[config.mk]
export PLATFORM = sky130hd
export DESIGN_NAME = acs_unit
export DESIGN_NICKNAME = d
export VERILOG_FILES = /design/src/shared/acs_pkg.sv /design/src/core/acs_operand_fmt.sv /design/src/core/acs_unit.sv
export VERILOG_INCLUDE_DIRS = /design/src /design/src/shared
export SDC_FILE = /design/constraint.sdc
export NUM_CORES = 1
export LEC_CHECK = 0
export BUFFER_PORTS_ARGS = -buffer_cell sky130_fd_sc_hd__buf_2
export CAP_MARGIN = 30
export CORE_AREA = 2 2 369 371
export CTS_BUF_LIST = sky130_fd_sc_hd__clkbuf_16
export CTS_CLUSTER_SIZE = 24
export DETAILED_ROUTE_END_ITERATION = 6
export DIE_AREA = 0 0 371 373
export PLACE_DENSITY = 0.41
export SLEW_MARGIN = 20
export SYNTH_ARGS = -nofsm -noshare
export SYNTH_HDL_FRONTEND = slang
export SYNTH_HIERARCHICAL = 1
export SYNTH_SLANG_ARGS = --single-unit
export TNS_END_PERCENT = 100
[constraint.sdc]
create_clock -name clock_i -period 2.6 [get_ports clock_i]
set_input_delay 0.52 -clock clock_i [delete_from_list [all_inputs] [get_ports clock_i]]
set_output_delay 0.52 -clock clock_i [all_outputs]
set_load 0.02 [all_outputs]
[src/shared/acs_defs.svh]
// Constants for the atomic compare-and-swap unit: widths, encodings, alignment masks.
// Assumes it is included by bare name from files that need the numbers.
`ifndef ACS_DEFS_SVH
`define ACS_DEFS_SVH

`define ACS_XLEN_32      2'h1
`define ACS_XLEN_64      2'h2
`define ACS_SIZE_W       2'h0
`define ACS_SIZE_D       2'h1
`define ACS_SIZE_Q       2'h2
`define ACS_ALIGN_W      4'h3
`define ACS_ALIGN_D      4'h7
`define ACS_ALIGN_Q      4'hF
`define ACS_ZERO_REG     5'h00
`define ACS_WRITE_OLD    1'b0

`endif

[src/shared/acs_pkg.sv]
// Types shared by the atomic compare-and-swap unit and its bench.
// Assumes acs_defs.svh is available for constants.
package acs_pkg;

  // Operand width of the instruction.
  typedef enum logic [1:0] {
    ACS_OP_W = 2'h0,
    ACS_OP_D = 2'h1,
    ACS_OP_Q = 2'h2
  } acs_size_t;

  // Instruction issued by the pipeline, operands already read.
  typedef struct packed {
    acs_size_t    size;
    logic         acquire_flag;
    logic         release_flag;
    logic [4:0]   dest_reg;
    logic [4:0]   swap_source_reg;
    logic [63:0]  address;
    logic [127:0] compare_val;   // Destination pair contents, low register in low half.
    logic [127:0] swap_val;      // Swap pair contents, low register in low half.
  } acs_req_t;

  // Atomic read-modify-write request to memory.
  typedef struct packed {
    logic [63:0]  address;
    acs_size_t    size;
    logic [127:0] compare_val;
    logic [127:0] swap_val;
    logic         write_needed;  // Always high: write permission is checked.
    logic         acquire_flag;
    logic         release_flag;  // Release ordering applies only on success.
  } acs_mem_req_t;

  // Memory answer: the old value and whether the store happened.
  typedef struct packed {
    logic [127:0] old_val;
    logic         stored;
    logic         fault;
  } acs_mem_rsp_t;

  // Result to the register file.
  typedef struct packed {
    logic         wr_lo;
    logic         wr_hi;
    logic [4:0]   reg_lo;
    logic [4:0]   reg_hi;
    logic [63:0]  data_lo;
    logic [63:0]  data_hi;
  } acs_wb_t;

  // Exception cause.
  typedef enum logic [1:0] {
    ACS_EXC_NONE     = 2'h0,
    ACS_EXC_MISALIGN = 2'h1,
    ACS_EXC_RESERVED = 2'h2
  } acs_exc_t;

endpackage : acs_pkg
[src/core/acs_operand_fmt.sv]
// Operand formatter: places compare and swap values in the memory lane layout
// and shapes the old memory value for register writeback.
// Assumes combinational use inside the compare-and-swap unit.
`timescale 1ns/1ns
`default_nettype none
`include "acs_defs.svh"

module acs_operand_fmt (
  input  wire logic              base_64bit_i,   // High for the 64-bit base.
  input  wire acs_pkg::acs_size_t size_i,        // Operand width.
  input  wire logic [4:0]        dest_reg_i,     // First destination register.
  input  wire logic [4:0]        swap_src_i,     // First swap source register.
  input  wire logic [127:0]      compare_i,      // Destination pair contents.
  input  wire logic [127:0]      swap_i,         // Swap pair contents.
  input  wire logic [127:0]      old_i,          // Value read from memory.
  output logic [127:0]           compare_o,      // Compare value in memory layout.
  output logic [127:0]           swap_o,         // Store value in memory layout.
  output acs_pkg::acs_wb_t       wb_o            // Register writeback.
);

  logic pair_form;
  logic cmp_zero;
  logic swp_zero;
  logic [63:0] cmp_lo;
  logic [63:0] cmp_hi;
  logic [63:0] swp_lo;
  logic [63:0] swp_hi;

  // Pair forms are D in the 32-bit base and Q in either base.
  assign pair_form = (size_i == acs_pkg::ACS_OP_Q) || (!base_64bit_i && size_i == acs_pkg::ACS_OP_D);
  // A source pair starting at the hardwired zero register reads as zero in both halves.
  assign cmp_zero = (dest_reg_i == `ACS_ZERO_REG);
  assign swp_zero = (swap_src_i == `ACS_ZERO_REG);
  assign cmp_lo   = cmp_zero ? 64'h0 : compare_i[63:0];
  assign cmp_hi   = cmp_zero ? 64'h0 : compare_i[127:64];
  assign swp_lo   = swp_zero ? 64'h0 : swap_i[63:0];
  assign swp_hi   = swp_zero ? 64'h0 : swap_i[127:64];

  // Build memory-layout operands; upper bytes beyond the size are zero.
  always_comb begin
    compare_o = 128'h0;
    swap_o    = 128'h0;
    case (size_i)
      acs_pkg::ACS_OP_W: begin
        compare_o[31:0] = cmp_lo[31:0];
        swap_o[31:0]    = swp_lo[31:0];
      end
      acs_pkg::ACS_OP_D: begin
        if (base_64bit_i) begin
          compare_o[63:0] = cmp_lo;
          swap_o[63:0]    = swp_lo;
        end else begin
          compare_o[63:0] = {cmp_hi[31:0], cmp_lo[31:0]};
          swap_o[63:0]    = {swp_hi[31:0], swp_lo[31:0]};
        end
      end
      acs_pkg::ACS_OP_Q: begin
        compare_o = {cmp_hi, cmp_lo};
        swap_o    = {swp_hi, swp_lo};
      end
      default: begin
        compare_o = 128'h0;
        swap_o    = 128'h0;
      end
    endcase
  end

  // Shape the old value for writeback; a pair at the zero register writes nothing.
  always_comb begin
    wb_o        = '0;
    wb_o.reg_lo = dest_reg_i;
    wb_o.reg_hi = dest_reg_i | 5'h01;
    wb_o.wr_lo  = (dest_reg_i != `ACS_ZERO_REG);
    wb_o.wr_hi  = pair_form && (dest_reg_i != `ACS_ZERO_REG);
    case (size_i)
      acs_pkg::ACS_OP_W: begin
        wb_o.data_lo = base_64bit_i ? {{32{old_i[31]}}, old_i[31:0]} : {32'h0, old_i[31:0]};
      end
      acs_pkg::ACS_OP_D: begin
        if (base_64bit_i) begin
          wb_o.data_lo = old_i[63:0];
        end else begin
          wb_o.data_lo = {32'h0, old_i[31:0]};
          wb_o.data_hi = {32'h0, old_i[63:32]};
        end
      end
      acs_pkg::ACS_OP_Q: begin
        wb_o.data_lo = old_i[63:0];
        wb_o.data_hi = old_i[127:64];
      end
      default: begin
        wb_o.wr_lo = 1'b0;
        wb_o.wr_hi = 1'b0;
      end
    endcase
  end

endmodule : acs_operand_fmt

`default_nettype wire

[src/core/acs_unit.sv]
// Atomic compare-and-swap execution unit: checks the instruction, issues one
// atomic read-modify-write to memory, and returns the old value to the registers.
// Assumes the memory side holds valid/ready handshakes and keeps the access indivisible.
`timescale 1ns/1ns
`default_nettype none
`include "acs_defs.svh"

// What this block does
// - 32-bit base word form compares memory with destination, stores swap on equality.
// - The old memory value always returns to the destination, success or failure.
// - 32-bit base doubleword form uses register pairs named register and next.
// - Odd destination or swap register in a pair form is a reserved encoding.
// - A source pair at the hardwired zero register supplies zero in both halves.
// - A destination pair at the hardwired zero register writes no register.
// - 64-bit base word form compares and stores only low 32 bits.
// - 64-bit base word result is sign-extended to register width.
// - 64-bit base doubleword form uses single 64-bit registers, full-width compare.
// - Quadword form exists only in 64-bit base, on 128-bit register pairs.
// - The compare read fetches the whole operand in one atomic access.
// - Address not naturally aligned to 4, 8 or 16 bytes raises an exception.
// - Success carries acquire and release ordering; failure keeps acquire only.
// - A failed compare may skip the write or write back the old value.
// - Write permission is checked on every access, even when the compare fails.
module acs_unit #(
  parameter logic BASE_64BIT = 1'b1                 // High selects the 64-bit base.
) (
  input  wire logic                  clock_i,       // Core clock, 20 MHz.
  input  wire logic                  nrst_i,        // Asynchronous reset, active low.
  input  wire logic                  req_valid_i,   // Instruction offered.
  output logic                       req_ready_o,   // Unit idle and accepting.
  input  wire acs_pkg::acs_req_t     req_i,         // Instruction and operands.
  output logic                       mem_valid_o,   // Atomic request to memory.
  input  wire logic                  mem_ready_i,   // Memory takes the request.
  output acs_pkg::acs_mem_req_t      mem_req_o,     // Atomic request contents.
  input  wire logic                  rsp_valid_i,   // Memory answer present.
  input  wire acs_pkg::acs_mem_rsp_t rsp_i,         // Memory answer contents.
  output logic                       done_o,        // One-cycle completion pulse.
  output acs_pkg::acs_wb_t           wb_o,          // Register writeback, valid with done_o.
  output acs_pkg::acs_exc_t          exc_o,         // Exception cause, valid with done_o.
  output logic                       fault_o,       // Memory access fault, valid with done_o.
  output logic                       release_done_o // Release ordering applied, valid with done_o.
);

  // ****************************************************************
  // Decode helpers
  // ****************************************************************

  // Alignment mask for the operand size, used only for the misalignment check.
  function automatic logic [3:0] align_mask(input acs_pkg::acs_size_t sz);
    case (sz)
      acs_pkg::ACS_OP_W: align_mask = `ACS_ALIGN_W;
      acs_pkg::ACS_OP_D: align_mask = `ACS_ALIGN_D;
      acs_pkg::ACS_OP_Q: align_mask = `ACS_ALIGN_Q;
      default:           align_mask = `ACS_ALIGN_Q;
    endcase
  endfunction : align_mask

  // Pair forms: doubleword in the 32-bit base, quadword always.
  function automatic logic is_pair(input acs_pkg::acs_size_t sz);
    is_pair = (sz == acs_pkg::ACS_OP_Q) || (!BASE_64BIT && sz == acs_pkg::ACS_OP_D);
  endfunction : is_pair

  typedef enum logic [1:0] {
    ACS_ST_IDLE,
    ACS_ST_ISSUE,
    ACS_ST_WAIT
  } acs_state_t;

  acs_state_t           state;
  acs_pkg::acs_req_t    held;
  acs_pkg::acs_exc_t    next_exc;
  logic [127:0]         fmt_compare;
  logic [127:0]         fmt_swap;
  acs_pkg::acs_wb_t     fmt_wb;
  logic                 take;
  acs_pkg::acs_req_t    cur;

  assign take = req_valid_i && req_ready_o;
  // The instruction being taken is used at once, so the request fields rise together with mem_valid_o.
  assign cur  = take ? req_i : held;

  // ****************************************************************
  // Instruction checks
  // ****************************************************************

  // Reserved encodings win over misalignment; quadword is illegal in the 32-bit base.
  always_comb begin
    next_exc = acs_pkg::ACS_EXC_NONE;
    if (req_i.size == acs_pkg::ACS_OP_Q && !BASE_64BIT) begin
      next_exc = acs_pkg::ACS_EXC_RESERVED;
    end else if (is_pair(req_i.size) && (req_i.dest_reg[0] || req_i.swap_source_reg[0])) begin
      next_exc = acs_pkg::ACS_EXC_RESERVED;
    end else if ((req_i.address[3:0] & align_mask(req_i.size)) != 4'h0) begin
      next_exc = acs_pkg::ACS_EXC_MISALIGN;
    end
  end

  // ****************************************************************
  // Operand formatting
  // ****************************************************************

  acs_operand_fmt u_fmt (
    .base_64bit_i (BASE_64BIT),
    .size_i       (cur.size),
    .dest_reg_i   (cur.dest_reg),
    .swap_src_i   (cur.swap_source_reg),
    .compare_i    (cur.compare_val),
    .swap_i       (cur.swap_val),
    .old_i        (rsp_i.old_val),
    .compare_o    (fmt_compare),
    .swap_o       (fmt_swap),
    .wb_o         (fmt_wb)
  );

  // ****************************************************************
  // Sequencer
  // ****************************************************************

  // Capture the instruction; it stays stable while memory works on it.
  always_ff @(posedge clock_i or negedge nrst_i) begin
    if (!nrst_i) begin
      held <= '0;
    end else if (take) begin
      held <= req_i;
    end
  end

  // One atomic request per instruction; the unit is idle otherwise.
  always_ff @(posedge clock_i or negedge nrst_i) begin
    if (!nrst_i) begin
      state <= ACS_ST_IDLE;
    end else begin
      case (state)
        ACS_ST_IDLE: begin
          if (take && next_exc == acs_pkg::ACS_EXC_NONE) begin
            state <= ACS_ST_ISSUE;
          end
        end
        ACS_ST_ISSUE: begin
          if (mem_ready_i) begin
            state <= ACS_ST_WAIT;
          end
        end
        ACS_ST_WAIT: begin
          if (rsp_valid_i) begin
            state <= ACS_ST_IDLE;
          end
        end
        default: state <= ACS_ST_IDLE;
      endcase
    end
  end

  // Ready only while idle and not completing; a new instruction needs one spacer cycle.
  always_ff @(posedge clock_i or negedge nrst_i) begin
    if (!nrst_i) begin
      req_ready_o <= 1'b0;
    end else begin
      req_ready_o <= (state == ACS_ST_IDLE) && !take && !(state == ACS_ST_WAIT && rsp_valid_i);
    end
  end

  // ****************************************************************
  // Memory request
  // ****************************************************************

  // The whole operand goes out as one request; memory must lock the bytes throughout.
  always_ff @(posedge clock_i or negedge nrst_i) begin
    if (!nrst_i) begin
      mem_valid_o <= 1'b0;
    end else if (take && next_exc == acs_pkg::ACS_EXC_NONE) begin
      mem_valid_o <= 1'b1;
    end else if (mem_valid_o && mem_ready_i) begin
      mem_valid_o <= 1'b0;
    end
  end

  // Request fields follow the current instruction; they stand unchanged while memory has not taken them.
  always_ff @(posedge clock_i or negedge nrst_i) begin
    if (!nrst_i) begin
      mem_req_o <= '0;
    end else begin
      mem_req_o.address      <= cur.address;
      mem_req_o.size         <= cur.size;
      mem_req_o.compare_val  <= fmt_compare;
      mem_req_o.swap_val     <= fmt_swap;
      mem_req_o.write_needed <= 1'b1;
      mem_req_o.acquire_flag <= cur.acquire_flag;
      mem_req_o.release_flag <= cur.release_flag;
    end
  end

  // ****************************************************************
  // Completion
  // ****************************************************************

  // Completion reports the old value, success or not; faults suppress writeback.
  always_ff @(posedge clock_i or negedge nrst_i) begin
    if (!nrst_i) begin
      done_o         <= 1'b0;
      wb_o           <= '0;
      exc_o          <= acs_pkg::ACS_EXC_NONE;
      fault_o        <= 1'b0;
      release_done_o <= 1'b0;
    end else begin
      done_o         <= 1'b0;
      wb_o.wr_lo     <= 1'b0;
      wb_o.wr_hi     <= 1'b0;
      release_done_o <= 1'b0;
      fault_o        <= 1'b0;
      exc_o          <= acs_pkg::ACS_EXC_NONE;
      if (take && next_exc != acs_pkg::ACS_EXC_NONE) begin
        done_o <= 1'b1;
        exc_o  <= next_exc;
      end else if (state == ACS_ST_WAIT && rsp_valid_i) begin
        done_o  <= 1'b1;
        fault_o <= rsp_i.fault;
        wb_o    <= fmt_wb;
        if (rsp_i.fault) begin
          wb_o.wr_lo <= 1'b0;
          wb_o.wr_hi <= 1'b0;
        end
        // A failed compare never carries release ordering.
        release_done_o <= held.release_flag && rsp_i.stored;
      end
    end
  end

endmodule : acs_unit

`default_nettype wire

==> impl_results.md <==
* Outcome: finished with violations
* Failing checks: max-slew violations
* Worst Path Required at 3.17 ns
* Fmax at 0.414 GHz
* Global-route wire length before repair at 162 mm
* Total gr overflow at 0
* Post-Syn Instances at 2680
* Hold Worst Slack at 0.0815 ns
* IO Port Bufs at 940
* Die H at 373 µm
* RSZ-0062 raised after global routing: false
* Area contributors post-synth: dfrtp_1 (65%), nand2_1 (14%), and2_1 (5.7%)
* Reg power frac at 0.405
* Initial antenna violation count at 30
* Root Buffer: clkbuf_16
* Fin crit period at roughly 2.4 ns
* Max Slew Vio Count at 98
* Hold Startpoint: req_i[127]
* Worst slew pin tran at approximately 10 ns
* Cell area after layout at 40100 µm²
* Yosys reg bits at 740
* Number of distinct library cells after synthesis at 36
* P_sw at 0.0135 W
* Clock transition at path regs at about 0.060 ns
* Mean routed wirelength per cell at 20.0 µm
* Crit share post-route at 0.930
* Sw Share at 0.356
* Synth Area per Inst at ~11 µm²
* R2R cell count at 11
* Cell Area, Placed at 35400 µm²
* Combinational Power Share at 0.296
* Hold Path End: held[127]
* DRC at 0
* Drt total wl at about 110 mm
* GPL Wtd Cong at 0.787
* Clk_skew at 0.0226 ns
* Critical path class: reg2reg
* FF-to-FF setup slack at 0.18 ns
* Hold Path Cell Cnt at 3
* Synthesis Warnings at 6
* Share of cells above drive strength 1 at 0.316
* Worst flop-to-flop path endpoint: wb_o[31]
* Setup-failing EPs final at 0
* Die span in x at 371 µm
* Vias per inst at roughly 4
* Final hold vios at 0
* Drt first pass iters at 4
* Setup bufs post-CTS at 0
* Post-synth top area share at 0.649
* H-tree levels at 3
* Clock power frac at 0.299
* Drt first-iter violations at roughly 1200
* Hold crit path type: in2reg
* Max cap viols at 0
* Critical Path Start Type: register
* Power Density at 944 nW/µm²
* Pin count of the biggest net entering global routing at 122
* Synthesized cell area at 28500 µm²
* Nets at 4237
* Critical path arrival at about 3.0 ns
* I/O Pins at 941
* Leakage at ~22 nW
* Yosys top cell by area: dfrtp_1
* Crit end category: register
* CTS Buf Count at 87
* Post-route ant nets at 0
* CTS tree: built
* Worst IR Drop VDD at just under 0.0005 V
* Vias in the first global route at approximately 24000
* Core Footprint at 135000 µm²
* Layout area overhead at 40.4%
* Critical path peak fanout at 42
* Slew margin rel. at -5.79
* Vias post-DR at approximately 23000
* Row cnt at around 140
* Register area share after synthesis at 0.649
* Die area at 138000 µm²
* Dpl hpwl at 80.9 mm
* Internal at 0.0244 W
* Critical R2R Launch: req_ready_o
* CTS Buffer Depth at 3
* Starting Density at 0.212
* Worst-Skew Late Latency at 0.68 ns
* GR Util All Layers at 0.159
* CTS Sinks at 740
==> flip-flops by register name, indices dropped and copies added, names as in the netlist <==
name,flops
done_o,1
exc_o,2
fault_o,1
held,266
mem_req_o,325
mem_valid_o,1
release_done_o,1
req_ready_o,1
state,2
wb_o,140
==> cell usage in the layout (no fill, tap or decap), types with 3 or more instances in the layout <==
cell type	n
dfrtp_1	740
a22oi_1	92
clkinv_2	8
conb_1	5
clkinv_1	25
nor2b_1	34
a21oi_1	33
mux2_1	76
dlygate4sd3_1	204
buf_4	40
clkinvlp_4	3
a22oi_2	4
inv_1	28
clkbuf_16	87
nor2_1	67
and2_1	257
buf_2	939
mux2_2	62
diode_2	6
nand2_1	1038
buf_12	42
==> stage by stage <==
step	std cells	total power (W)	setup WS, ns	TNS (ns)	utilization
after global routing	5615	0.0401	0.000446	0	0.298
after CTS	5611	0.0386	0.0587	0	0.297
final	5617	0.0378	0.183	0	0.298
after detailed placement	5252	0.0267	-0.100	-0.211	0.263
after floorplan	2683	0.0217	0.0255	0	-
after global placement	5252	0.0266	-0.0830	-0.177	0.263
==> kinds of logic after synthesis <==
kind of cell	share of synthesized area
buf+inv	0.0454
other cells	0.000263
simple gates	0.214
flops	0.649
fa+ha+maj	0.00175
compound gates	0.0351
mux	0.0545
==> what timing repair did <==
action,CTS,global route
hold buffers,204,0
setup endpoints to repair,0,4
hold endpoints to repair,220,0
resized for setup,0,4
==> worst max path at each step <==
stage                 from             to  slack, ns  cells past startpoint
2_1_floorplan  req_valid_i      wb_o[101]       0.03                     13
3_3_place_gp   req_valid_i       wb_o[25]      -0.08                     11
3_5_place_dp   req_valid_i       wb_o[25]      -0.10                     11
4_1_cts        req_ready_o       wb_o[25]       0.06                     11
5_1_grt        req_ready_o  mem_req_o[64]     0.0004                     10
6_report       req_ready_o       wb_o[31]       0.18                     11
==> power by group through the flow <==
stage          clock [W]  sequential (W)  combinational [W]
2_1_floorplan          0          0.0171            0.00454
3_3_place_gp           0          0.0155             0.0111
3_5_place_dp           0          0.0155             0.0112
4_1_cts           0.0118          0.0154             0.0114
5_1_grt           0.0122          0.0156             0.0123
6_report          0.0113          0.0153             0.0112
==> Yosys cell counts <==
cell type	number
a21bo_2	2
a21boi_2	2
a21o_1	2
a21oi_1	34
a21oi_2	2
a221o_1	1
a22oi_1	96
and2_1	258
and3_1	1
and3b_1	2
buf_1	2
buf_2	34
buf_4	82
buf_6	7
clkbuf_1	109
conb_1	2
dfrtp_1	740
ha_1	4
inv_1	4
mux2_1	76
mux2_2	62
nand2_1	1039
nand2b_1	1
nand3_1	2
nand3b_1	2
nor2_1	68
nor2b_1	34
nor3_1	2
nor3_2	1
nor4_4	1
o21a_1	1
o21ai_0	2
o31ai_1	1
or2_1	2
or2_2	1
or3b_2	1
==> per-layer routing <==
| layer | vias to the layer above | wire length, µm | global-route usage |
|---|---|---|---|
| li1 | 10569 | - | - |
| met1 | 11014 | 45100 | 0.188 |
| met2 | 714 | 54900 | 0.267 |
| met3 | 200 | 7740 | 0.0465 |
| met4 | 40 | 4150 | 0.0671 |
| met5 | - | 255 | 0 |
==> critical path, stage by stage, from the launching register on <==
cell,delay [ns]
dfrtp_1,0.37
buf_12,0.12
and2_4,0.16
nand2_1,0.06
nand2_1,0.19
inv_1,0.10
ha_2,0.24
buf_12,0.18
buf_12,0.19
a22oi_2,0.32
nor2b_1,0.08
mux2_2,0.26
==> cell type report <==
cell class | count | area, µm²
Clock inverter | 68 | 397
Fill cell | 14297 | 94600
Sequential cell | 740 | 18500
Timing Repair Buffer | 1226 | 7900
Tap cell | 1781 | 2230
Antenna cell | 6 | 15.0
Multi-Input combinational cell | 1705 | 8810
Clock buffer | 87 | 2180
Inverter | 4 | 15.0
Note: power is estimated with default switching activity, not from simulation.
